[config.mk]
export PLATFORM = sky130hd
export DESIGN_NAME = motor_enable_safety_interlock
export DESIGN_NICKNAME = d
export VERILOG_FILES = /design/src/interlock_pkg.sv /design/src/motor_enable_safety_interlock.sv
export SDC_FILE = /design/constraint.sdc
export NUM_CORES = 1
export LEC_CHECK = 0
export BUFFER_PORTS_ARGS = -buffer_cell sky130_fd_sc_hd__buf_2
export CAP_MARGIN = 5
export CELL_PAD_IN_SITES_DETAIL_PLACEMENT = 0
export CELL_PAD_IN_SITES_GLOBAL_PLACEMENT = 1
export CORE_ASPECT_RATIO = 0.5
export CORE_MARGIN = 1
export CORE_UTILIZATION = 31
export DETAILED_ROUTE_END_ITERATION = 6
export PLACE_DENSITY = 0.89
export SYNTH_ARGS = -nofsm -noshare
export SYNTH_HDL_FRONTEND = slang
export SYNTH_SLANG_ARGS = --single-unit
[constraint.sdc]
create_clock -name clk_in -period 3 [get_ports clk_in]
set_input_delay 0.6 -clock clk_in [delete_from_list [all_inputs] [get_ports clk_in]]
set_output_delay 0.6 -clock clk_in [all_outputs]
set_load 0.02 [all_outputs]
[src/interlock_pkg.sv]
// Package with constants, types and register map of the motor enable interlock.
package interlock_pkg;

    localparam int unsigned NUM_AXES = 3;
    localparam int unsigned ADDR_W   = 4;
    localparam int unsigned DATA_W   = 32;

    // Register byte addresses.
    localparam logic [ADDR_W-1:0] ADDR_STATUS   = 4'h0;
    localparam logic [ADDR_W-1:0] ADDR_IRQ_STAT = 4'h4;
    localparam logic [ADDR_W-1:0] ADDR_IRQ_CLR  = 4'h8;
    localparam logic [ADDR_W-1:0] ADDR_IRQ_EN   = 4'hc;
    localparam logic [ADDR_W-1:0] ADDR_ENC_TYPE = 4'h0;

    // Live status register fields.
    localparam int unsigned ST_SAFE1     = 0;
    localparam int unsigned ST_SAFE2     = 1;
    localparam int unsigned ST_OVERVOLT  = 2;
    localparam int unsigned ST_FEEDBACK  = 3;
    localparam int unsigned ST_ENC_BREAK = 4;
    localparam int unsigned ST_MOTOR_EN  = 8;

    // Interrupt event bits.
    localparam int unsigned EV_SAFE1_LOST = 0;
    localparam int unsigned EV_SAFE2_LOST = 1;
    localparam int unsigned EV_OVERVOLT   = 2;
    localparam int unsigned EV_ENC_BREAK  = 3;
    localparam int unsigned NUM_EVENTS    = 6;

    // Encoder type register: two bits per axis at offset 0x10.
    localparam logic [ADDR_W-1:0] ADDR_ENC_CFG   = 4'h0;
    localparam logic [7:0]        ENC_CFG_BYTE   = 8'h10;
    localparam logic [5:0]        ENC_CFG_RESET  = 6'h00;
    localparam logic [NUM_EVENTS-1:0] IRQ_EN_RESET = 6'h00;

    typedef enum logic [1:0] {
        QUADRATURE_INCREMENTAL_TYPE = 2'h0,
        SINCOS_INCREMENTAL_TYPE     = 2'h1,
        BISS_ABSOLUTE_TYPE          = 2'h2,
        SERIAL_ABSOLUTE_TYPE        = 2'h3
    } enc_type_t;

    typedef struct packed {
        logic [7:0]        addr;
        logic [DATA_W-1:0] wdata;
        logic              wr;
        logic              rd;
    } reg_req_t;

    // Differential pair usage of one encoder port.
    typedef struct packed {
        logic clk_drive_en;
        logic pair4_is_data;
        logic pair23_is_sincos;
        logic break_check_en;
    } enc_pins_t;

endpackage : interlock_pkg

[src/motor_enable_safety_interlock.sv]
// Motor enable interlock with safety inputs, fault monitoring and encoder port setup.
`timescale 1ns/10ps
module motor_enable_safety_interlock
(
    input  wire logic                                 clk_in,
    input  wire logic                                 rst_in,
    input  wire logic [1:0]                           safe1_current_in,
    input  wire logic [1:0]                           safe2_current_in,
    input  wire logic                                 overvolt_in,
    input  wire logic [interlock_pkg::NUM_AXES-1:0]   enc_a_lost_in,
    input  wire logic [interlock_pkg::NUM_AXES-1:0]   enc_b_lost_in,
    input  wire logic [interlock_pkg::NUM_AXES-1:0]   enc_z_lost_in,
    input  wire logic [7:0]                           addr_in,
    input  wire logic [31:0]                          wdata_in,
    input  wire logic                                 wr_in,
    input  wire logic                                 rd_in,
    output logic      [31:0]                          rdata_out,
    output logic                                      irq_out,
    output logic      [interlock_pkg::NUM_AXES-1:0]   motor_en_out,
    output logic                                      safety_feedback_out,
    output interlock_pkg::enc_pins_t [interlock_pkg::NUM_AXES-1:0] enc_pins_out
);

    ////////////////////////////////////////////////////////////////////////////////

    logic                                  safe1;
    logic                                  safe2;
    logic                                  both_safe;
    logic [interlock_pkg::NUM_AXES-1:0]    enc_break;
    logic [interlock_pkg::NUM_AXES-1:0]    break_check;
    logic [5:0]                            enc_cfg_reg;
    logic [5:0]                            irq_en_reg;
    logic [5:0]                            irq_stat_reg;
    logic [5:0]                            irq_stat_next;
    logic [5:0]                            event_now;
    logic [5:0]                            cond_reg;
    logic [5:0]                            cond_now;
    logic [31:0]                           status_word;

    // either polarity
    // Each bit stands for current through one of the two input diodes.
    // current means Safe
    // open means Unsafe
    // A floating input carries no current in either diode, so it reads Unsafe.
    assign safe1 = |safe1_current_in;
    assign safe2 = |safe2_current_in;

    assign both_safe = safe1 & safe2;

    assign safety_feedback_out = ~both_safe;

    ////////////////////////////////////////////////////////////////////////////////

    genvar ax;
    generate
        for (ax = 0; ax < interlock_pkg::NUM_AXES; ax++)
        begin : g_axis
            interlock_pkg::enc_type_t etype;
            assign etype = interlock_pkg::enc_type_t'(enc_cfg_reg[2*ax +: 2]);
            assign enc_pins_out[ax].clk_drive_en =
                (etype == interlock_pkg::BISS_ABSOLUTE_TYPE) ||
                (etype == interlock_pkg::SERIAL_ABSOLUTE_TYPE);
            assign enc_pins_out[ax].pair4_is_data    = enc_pins_out[ax].clk_drive_en;
            assign enc_pins_out[ax].pair23_is_sincos =
                (etype == interlock_pkg::SINCOS_INCREMENTAL_TYPE);
            assign break_check[ax] = ~enc_pins_out[ax].clk_drive_en;
            assign enc_pins_out[ax].break_check_en = break_check[ax];
            // index ignored
            // Absolute encoders have no A and B pairs, so no break check is made there.
            assign enc_break[ax] = break_check[ax] & (enc_a_lost_in[ax] | enc_b_lost_in[ax]);
            // enable product
            // Combinational on purpose: a fault drops power without waiting for a clock.
            assign motor_en_out[ax] = both_safe & ~overvolt_in & ~enc_break[ax];
        end
    endgenerate

    ////////////////////////////////////////////////////////////////////////////////

    always_ff @(posedge clk_in)
    begin
        if (rst_in)
            enc_cfg_reg <= interlock_pkg::ENC_CFG_RESET;
        else if (wr_in && addr_in == interlock_pkg::ENC_CFG_BYTE)
            enc_cfg_reg <= wdata_in[5:0];
    end

    always_ff @(posedge clk_in)
    begin
        if (rst_in)
            irq_en_reg <= interlock_pkg::IRQ_EN_RESET;
        else if (wr_in && addr_in == {4'h0, interlock_pkg::ADDR_IRQ_EN})
            irq_en_reg <= wdata_in[5:0];
    end

    // Events: loss of Safe on each channel, over-voltage, and break on each axis.
    assign cond_now = {enc_break, overvolt_in, ~safe2, ~safe1};
    assign event_now = cond_now & ~cond_reg;

    always_ff @(posedge clk_in)
    begin
        if (rst_in)
            cond_reg <= 6'h00;
        else
            cond_reg <= cond_now;
    end

    // A new event in the clearing cycle wins over the clear.
    always_comb
    begin
        irq_stat_next = irq_stat_reg;
        if (wr_in && addr_in == {4'h0, interlock_pkg::ADDR_IRQ_CLR})
            irq_stat_next = irq_stat_next & ~wdata_in[5:0];
        irq_stat_next = irq_stat_next | event_now;
    end

    always_ff @(posedge clk_in)
    begin
        if (rst_in)
            irq_stat_reg <= 6'h00;
        else
            irq_stat_reg <= irq_stat_next;
    end

    assign irq_out = |(irq_stat_reg & irq_en_reg);

    ////////////////////////////////////////////////////////////////////////////////

    assign status_word = {20'h00000, 1'b0, motor_en_out, 1'b0, enc_break,
                          ~both_safe, overvolt_in, safe2, safe1};

    always_ff @(posedge clk_in)
    begin
        if (rst_in)
            rdata_out <= 32'h00000000;
        else if (rd_in)
        begin
            unique case (addr_in)
                {4'h0, interlock_pkg::ADDR_STATUS}:   rdata_out <= status_word;
                {4'h0, interlock_pkg::ADDR_IRQ_STAT}: rdata_out <= {26'h0, irq_stat_reg};
                {4'h0, interlock_pkg::ADDR_IRQ_EN}:   rdata_out <= {26'h0, irq_en_reg};
                interlock_pkg::ENC_CFG_BYTE:          rdata_out <= {26'h0, enc_cfg_reg};
                default:                              rdata_out <= 32'h00000000;
            endcase
        end
        else
            rdata_out <= 32'h00000000;
    end

endmodule : motor_enable_safety_interlock

==> impl_metrics.yaml, run 1 <==
worst_setup_path:
  cp_max_fo: 4
  cp_num_buf_inv: 2
  cpMaxStageDelayCell: "or2_2"
  cp_common_cell: "buf_2"
  cp.required_ns: 2.40
  max_stage_delay_ns: 0.34
  criticalPathCategory: "in2out"
  arrival_ns: 1.44
  cp_cell_sequence: "buf_2 > o22ai_1 > or2_2 > nor2_1 > buf_2"
  cp-end-kind: "primary output"
  critPathTopFamily: "simple AND/OR/NAND/NOR gates"
  start_kind: "input pin"
final_layout:
  fillCellCount: 521
  largest_reg_flops: 10
  area_growth_pct: 19.10
  top_register: "rdata_out"
  final_common_cell: "buf_2"
  regArea_sq_um: 680.7
  drive_above_1_share_pct: 29.92
  multi_input_area_sq_um: 848.3
  antenna_cells: 0
  final_nets: 301
  final_cell_mix: "buf_2, dfxtp_1, nor2_1, conb_1, nand2_1"
sta:
  slew_viol_final: 0
  relSlewSlack_pct: 57.88
  finalCriticalPeriod_ns: 2.043
  hold_viol: 0
  tns_ns: 0
  period_share_pct: 68.11
  fin_skew_ns: 0.004320
  worst_slew_pin_slew_ns: 0.6260
  setup_viol: 0
  fmax_mhz: 489.4
  rsz0062_at_grt: "false"
logic_synthesis:
  yosys_warnings: 0
  yosys_most_used_dff: "dfxtp_1"
  synth_area_sq_um: 1690
  synth_edf_count: 0
  synth_cells: 191
  synth_seq_area_share_pct: 40.27
  avgSynthCellArea_sq_um: 8.850
  yosysUniqueCellTypes: 34
  async_flop_share_pct: 0
  ys_ff_latch: 34
floorplan:
  core_sq_um: 5090
  rows: 18
  die_height_um: 54.22
  start_util_pct: 33.21
  die_area_sq_um: 5770
  die_w_um: 106.4
  ios: 107
power_and_ir_drop:
  vdd_drop_max_v: 0.0001712
  power_uw: 916.5
  total_leakage_power_nw: 0.9042
  powerDensity_nw_per_um2: 455.2
drt:
  post_drt_wl_per_cell_um: 11.86
  drt_first_pass_iters: 4
  avgViaCountPerCell: 4.551
  drtIter0Drc: 60
  ant_nets: 0
  vias: 1429
  drt_wl_total_mm: 3.725
  drc_errors: 0
clock_network:
  hold_buffers: 0
  clk_pin_slew_ns: 0.07
  clockRootBuffer: "clkbuf_8"
  cts_buffers: 5
  cts_resized: 0
  clock_path_buffers: 2
  insertion_delay_ns: 0.28
  post-cts-setup-buffers: 0
  cts_max_level: 2
  cts_tree: "yes"
  clock_sinks: 34
min_path:
  min_path_type: "reg2reg"
job:
  drv_cap: 0
global_route:
  grt_max_degree: 27
  grtUsageTotal_pct: 13.05
  grt-ovfl-total: 0
  antenna_found_initial: 0
  grt_pass1_vias: 1230
  grt_pass1_wl_mm: 5.609
placement:
  port_buffers: 55
  place.gp.congestion: 0.8495
  place_hpwl_mm: 2.908
run_status:
  status: "complete, no violations"
==> stage by stage <==
| step | utilization [%] | std cells | hold slack, ns | instance area, sq um | setup slack (ns) |
|---|---|---|---|---|---|
| finish | 39.55 | 314 | 0.4703 | 2013 | 0.9568 |
| global route | 39.55 | 314 | 0.4972 | 2013 | 0.9133 |
| CTS | 39.55 | 314 | 0.4715 | 2013 | 0.9531 |
| detailed placement | 37.76 | 306 | 0.4660 | 1922 | 0.7085 |
| global placement | 37.76 | 306 | 0.4620 | 1922 | 0.7404 |
| floorplan | - | 212 | 0.4440 | 1769 | 0.9496 |
==> cell families (layout without fill, tap and decap cells) <==
group / after synthesis / count (layout) / share of synthesized area, %
and+or+nand+nor: 75 / 75 / 24.21
other: 1 / 22 / 0.2218
muxes: 12 / 12 / 7.106
DFF: 34 / 34 / 40.27
buffers and inverters: 37 / 69 / 14.21
AOI/OAI and AO/OA: 32 / 32 / 13.99
==> worst reg2reg max path, cell delays in order (launching register included) <==
cell	delay (ns)
dfxtp_1	0.47
o21bai_1	0.23
o2bb2ai_1	0.09
a22oi_1	0.19
a21oi_1	0.10
==> power by group <==
group | switching [mW] | leakage [nW] | total [mW] | internal (mW)
Sequential | 0.00744 | 0.277 | 0.472 | 0.464
Clock | 0.156 | 0.0482 | 0.341 | 0.185
Combinational | 0.0703 | 0.579 | 0.103 | 0.0331
==> cells in the mapped netlist (4+ instances only) <==
library cell,number,area [sq um]
a31o_1,4,35.03
nand3_1,4,20.02
dfxtp_1,34,680.7
o2bb2ai_1,4,35.03
a21oi_1,6,30.03
buf_4,25,187.7
nor2_1,32,120.1
nor2b_1,6,37.54
inv_1,4,15.01
clkbuf_1,7,26.28
nand2_1,14,52.55
a22oi_1,9,67.56
mux2i_1,12,120.1
nor3_1,6,30.03
==> routing by layer <==
layer  track usage [%]  share of wire (%)
met5                 0                  0
met4             7.306                1.2
met3             3.929                7.0
met2             21.00                 45
met1             16.12                 47
==> layout make-up <==
class | count | share of cell area [%]
timing repair buffer | 57 | 14.42
multi-input combinational | 141 | 42.14
inverter | 4 | 0.7458
clock inverter | 1 | 0.2486
tap | 70 | 4.351
clock buffer | 7 | 4.288
sequential | 34 | 33.81
==> path summary, 6_finish.rpt <==
kind                                          start              end  slack, ns  cells after the start
worst min register to register        irq_en_reg[5]     rdata_out[5]       0.47                      2
worst max-delay path            safe1_current_in[1]  motor_en_out[2]       0.96                      5
worst max register to register       enc_cfg_reg[1]     rdata_out[4]       1.79                      4
worst min-delay path                  irq_en_reg[5]     rdata_out[5]       0.47                      2
Note: power is estimated with default switching activity, not from simulation.
==> inputs of run 2 (changes only) <==
Settings changed: ABC_AREA set to 1, CORE_UTILIZATION 31 to 25, PLACE_DENSITY 0.89 to 0.81.
Clock period 3 ns to 1.7 ns, I/O delays scaled along.
==> run 2 against run 1 <==
Flip-flop and latch count stayed put; hold slack lost 0.14 ns; combinational power increased by 87%; sequential share of layout area shrank 3.3 points; register-to-register slack lost 1.0 ns; largest power group is now clock.
==> impl_metrics.yaml, run 2 <==
run_status:
  status: "complete, no violations"
drt:
  drt_wl_total_mm: 4.233
  avgViaCountPerCell: 3.939
  ant_nets: 0
  post_drt_wl_per_cell_um: 9.890
  drtIter0Drc: 58
  drc_errors: 0
  vias: 1686
  drt_first_pass_iters: 4
worst_setup_path:
  critPathTopFamily: "flip-flops"
  cp_num_buf_inv: 3
  arrival_ns: 1.19
  cp_max_fo: 3
  r2r-end: "irq_stat_reg[4]"
  max_stage_delay_ns: 0.37
  cp.required_ns: 1.36
  cp_common_cell: "inv_1"
  rrSetupSlack_ns: 0.77
  rr_worst_depth: 4
  start_kind: "flip-flop"
  cpMaxStageDelayCell: "dfxtp_1"
  criticalPathCategory: "reg2out"
  cp_cell_sequence: "inv_1 > o21ai_1 > inv_1 > nor2_1 > buf_2"
  cp-end-kind: "primary output"
  r2r-start: "enc_cfg_reg[3]"
floorplan:
  die_area_sq_um: 7546
  core_sq_um: 6805
  start_util_pct: 26.38
  die_w_um: 121.9
  ios: 107
  rows: 21
  die_height_um: 61.93
logic_synthesis:
  synth_edf_count: 0
  synth_cells: 277
  yosysUniqueCellTypes: 20
  synth_top_cells_by_count: "nand2_1, nor2_1, dfxtp_1"
  synth_area_sq_um: 1795
  synth_top_area_share_pct: 37.91
  synth_most_common_cell: "nand2_1"
  yosys_most_used_dff: "dfxtp_1"
  synth_largest_area_cell: "dfxtp_1"
  avgSynthCellArea_sq_um: 6.482
  ys_ff_latch: 34
  async_flop_share_pct: 0
  ys_top_cells_by_area: "dfxtp_1, nand2_1, nor2_1"
  yosys_warnings: 0
  synth_seq_area_share_pct: 37.91
final_layout:
  final_cell_mix: "nand2_1, nor2_1, buf_2, dfxtp_1, nand3_1"
  drive_above_1_share_pct: 24.11
  final_nets: 394
  area_growth_pct: 24.39
  fin_area_sq_um: 2233
  top_register: "rdata_out"
  instances_no_fill: 428
  largest_reg_flops: 10
  antenna_cells: 0
  final_common_cell: "nand2_1"
placement:
  placed_area_sq_um: 2098
  dp.cells: 421
  place.gp.congestion: 0.7742
  place_hpwl_mm: 3.373
  port_buffers: 55
sta:
  finalCriticalPeriod_ns: 1.530
  hold_viol: 0
  slew_viol_final: 0
  tns_ns: 0
  hold_ws_ns: 0.3291
  fmax_mhz: 653.8
  period_share_pct: 89.97
  fin_skew_ns: 0.004107
  setup_viol: 0
  rsz0062_at_grt: "false"
clock_network:
  cts_buffers: 5
  cts_max_level: 2
  post-cts-setup-buffers: 0
  cts_tree: "yes"
  clockRootBuffer: "clkbuf_16"
  insertion_delay_ns: 0.28
  clk_pin_slew_ns: 0.05
  cts_resized: 0
  clock_sinks: 34
  clock_path_buffers: 2
  hold_buffers: 0
power_and_ir_drop:
  total_leakage_power_nw: 1.172
  powerDensity_nw_per_um2: 838.1
  vdd_drop_max_v: 0.0003350
global_route:
  antenna_found_initial: 0
  grt_pass1_vias: 1399
  grt-ovfl-total: 0
  grt_max_degree: 19
  grtUsageTotal_pct: 12.03
  grt_pass1_wl_mm: 6.686
min_path:
  hp-start: "overvolt_in"
  worstHoldPathCells: 3
  whs_endpoint: "cond_reg[2]"
  min_path_type: "in2reg"
job:
  drv_cap: 0
run 2: area by class of cell:
type	count	area, sq um
clock buffer	5	125.1
tap	92	115.1
multi-input combinational	201	850.8
clock inverter	2	10.01
inverter	31	116.4
timing repair buffer	63	335.3
sequential	34	680.7
fill	788	4572
run 2: kinds of logic after synthesis:
kind of cell | Yosys count | synth area share [%]
flops | 34 | 37.91
other cells | 1 | 0.2089
buf+inv | 63 | 19.09
compound gates | 4 | 1.114
simple gates | 175 | 41.67
run 2: worst max path at each step:
stage                        startpoint         endpoint  slack [ns]  depth (start not counted)
finish                   enc_cfg_reg[5]  motor_en_out[2]        0.17                          5
CTS                      enc_cfg_reg[5]  motor_en_out[2]        0.12                          5
global placement    safe1_current_in[1]  motor_en_out[1]        0.19                          5
floorplan                enc_cfg_reg[5]  motor_en_out[2]        0.35                          4
detailed placement  safe1_current_in[1]  motor_en_out[1]        0.19                          5
global route             enc_cfg_reg[5]  motor_en_out[2]        0.02                          5
run 2: worst min-delay path: cells and delay by family:
kind | cells | cell delay [ns]
buffers and inverters | 2 | 0.16
AND/OR/NAND/NOR | 1 | 0.05
run 2: per-layer routing:
metal,vias up,track usage [%],part of all wire [%]
met2,42,19.13,43
li1,910,-,-
met5,-,0,0
met3,7,4.015,5.0
met1,727,15.33,50
met4,0,4.762,1.5
run 2: metrics by stage:
| stage | power [mW] | utilization (%) | setup WS (ns) |
|---|---|---|---|
| 3_3_place_gp | 1.043 | 30.83 | 0.1871 |
| 2_1_floorplan | 1.012 | - | 0.3456 |
| 6_report | 1.872 | 32.82 | 0.1705 |
| 3_5_place_dp | 1.044 | 30.83 | 0.1889 |
| 4_1_cts | 1.891 | 32.82 | 0.1174 |
| 5_1_grt | 1.960 | 32.82 | 0.02207 |
run 2: report_power, final:
| part | switching (mW) | internal (mW) | leakage, nW |
|---|---|---|---|
| logic | 0.135 | 0.0585 | 0.825 |
| clock network | 0.317 | 0.528 | 0.0694 |
| registers | 0.0131 | 0.821 | 0.277 |
==> inputs of run 3 (changes only) <==
Settings changed: CTS_BUF_LIST set to sky130_fd_sc_hd__clkbuf_16, GPL_TIMING_DRIVEN set to 0.
==> run 3 against run 2 <==
Cell count up 5.4%; clock-buffer cell count unchanged; worst setup slack worse by 0.035 ns; largest cell class unchanged; register-to-register slack worse by 0.04 ns; power is 0.29% higher; clock skew shrank 0.0015 ns; clock power fell by 3.3%; critical endpoint unchanged; flip-flop and latch count unchanged.
==> impl_metrics.yaml, run 3 (synthesis results as in run 2) <==
global_route:
  grt_pass1_wl_mm: 6.624
  antenna_found_initial: 0
  grt_pass1_vias: 1466
  grt-ovfl-total: 0
  grt_max_degree: 11
  grtUsageTotal_pct: 11.59
floorplan:
  die_height_um: 61.93
  core_sq_um: 6805
  die_w_um: 121.9
  die_area_sq_um: 7546
  ios: 107
  rows: 21
  start_util_pct: 26.38
min_path:
  hp-start: "overvolt_in"
  worstHoldPathCells: 3
  min_path_type: "in2reg"
  whs_endpoint: "cond_reg[2]"
final_layout:
  fillCellCount: 770
  antenna_cells: 0
  multi_input_area_sq_um: 850.8
  top_register: "rdata_out"
  final_cell_mix: "nand2_1, nor2_1, buf_2, dfxtp_1, nand3_1"
  final_common_cell: "nand2_1"
  drive_above_1_share_pct: 28.13
  largest_reg_flops: 10
  regArea_sq_um: 683.2
  final_nets: 418
  area_growth_pct: 33.45
drt:
  drt_wl_total_mm: 4.208
  drt_first_pass_iters: 4
  drtIter0Drc: 66
  vias: 1770
  drc_errors: 0
  post_drt_wl_per_cell_um: 9.330
  avgViaCountPerCell: 3.925
  ant_nets: 0
worst_setup_path:
  critPathTopFamily: "simple AND/OR/NAND/NOR gates"
  rr_worst_depth: 5
  rrSetupSlack_ns: 0.73
  cp_max_fo: 6
  cpMaxStageDelayCell: "or2_2"
  cp_cell_sequence: "buf_2 > or2_2 > nand3_1 > nor2_1 > buf_2"
  arrival_ns: 1.22
  cp-end-kind: "primary output"
  max_stage_delay_ns: 0.34
  r2r-end: "rdata_out[5]"
  criticalPathCategory: "in2out"
  start_kind: "input pin"
  cp_num_buf_inv: 2
  r2r-start: "enc_cfg_reg[3]"
  cp.required_ns: 1.36
  cp_common_cell: "buf_2"
power_and_ir_drop:
  power_mw: 1.877
  powerDensity_nw_per_um2: 783.5
  vdd_drop_max_v: 0.0004406
  total_leakage_power_nw: 1.283
job:
  drv_cap: 0
clock_network:
  clockRootBuffer: "clkbuf_16"
  post-cts-setup-buffers: 0
  hold_buffers: 0
  cts_resized: 0
  clock_sinks: 34
  cts_max_level: 2
  clk_pin_slew_ns: 0.05
  cts_buffers: 5
  clock_path_buffers: 2
  insertion_delay_ns: 0.27
  cts_tree: "yes"
placement:
  place.gp.congestion: 0.8004
  place_hpwl_mm: 3.474
  port_buffers: 55
sta:
  worst_slew_pin_slew_ns: 0.7514
  tns_ns: 0
  setup_viol: 0
  hold_ws_ns: 0.3380
  rsz0062_at_grt: "false"
  finalCriticalPeriod_ns: 1.564
  relSlewSlack_pct: 49.52
  hold_viol: 0
  slew_viol_final: 0
  fmax_mhz: 639.3
  period_share_pct: 92.01
  fin_skew_ns: 0.002570
run_status:
  status: "complete, no violations"
-- run 3: changes by cell type in the layout (fill, tap and decap cells not counted), sizes merged --
cell	before	now
clkbuf	5	9
clkinv	3	2
buf	63	83
-- run 3: metal layers --
metal / part of all wire [%] / global-route usage [%]
met3: 5.8 / 2.920
met4: 0.40 / 3.704
met1: 49 / 15.04
met5: 0 / 0
met2: 45 / 19.29
-- run 3: final cells by class --
type                    count  area share, %
inverters                  31          4.856
multi-input cells         201          35.51
repair buffers             55          11.49
flip-flops and latches     34          28.51
clock buffers               5          5.222
plain buffers              32          9.452
well taps                  92          4.804
clock inverters             1         0.1567
-- run 3: metrics by stage --
step | setup slack [ns] | cells | util [%] | area (sq um)
after global routing | 0.0002083 | 451 | 35.21 | 2396
after CTS | 0.02682 | 451 | 35.17 | 2394
after global placement | 0.08304 | 445 | 33.28 | 2265
final | 0.1358 | 451 | 35.21 | 2396
after detailed placement | 0.05980 | 445 | 33.28 | 2265
after floorplan | 0.3456 | 298 | - | 1874
-- run 3: worst register-to-register path, stage by stage (launching register included) --
cell	delay (ns)
dfxtp_1	0.47
nor2_1	0.15
nand2_1	0.09
nand2_1	0.05
nor2_1	0.07
nor2_1	0.04
-- run 3: report_power, final --
part,internal (mW),total (mW),switching (mW),leakage [nW]
Clock,0.519,0.816,0.296,0.0632
Combinational,0.0877,0.227,0.139,0.942
Sequential,0.822,0.835,0.0132,0.278
-- run 3: worst max path at each step --
stage                        start              end  slack [ns]  cells after the start
6_report       safe1_current_in[1]  motor_en_out[2]        0.14                      5
5_1_grt             enc_cfg_reg[5]  motor_en_out[2]      0.0002                      5
4_1_cts             enc_cfg_reg[5]  motor_en_out[2]        0.03                      5
3_5_place_dp            addr_in[0]  irq_stat_reg[1]        0.06                      7
3_3_place_gp            addr_in[0]  irq_stat_reg[2]        0.08                      7
2_1_floorplan       enc_cfg_reg[5]  motor_en_out[2]        0.35                      4
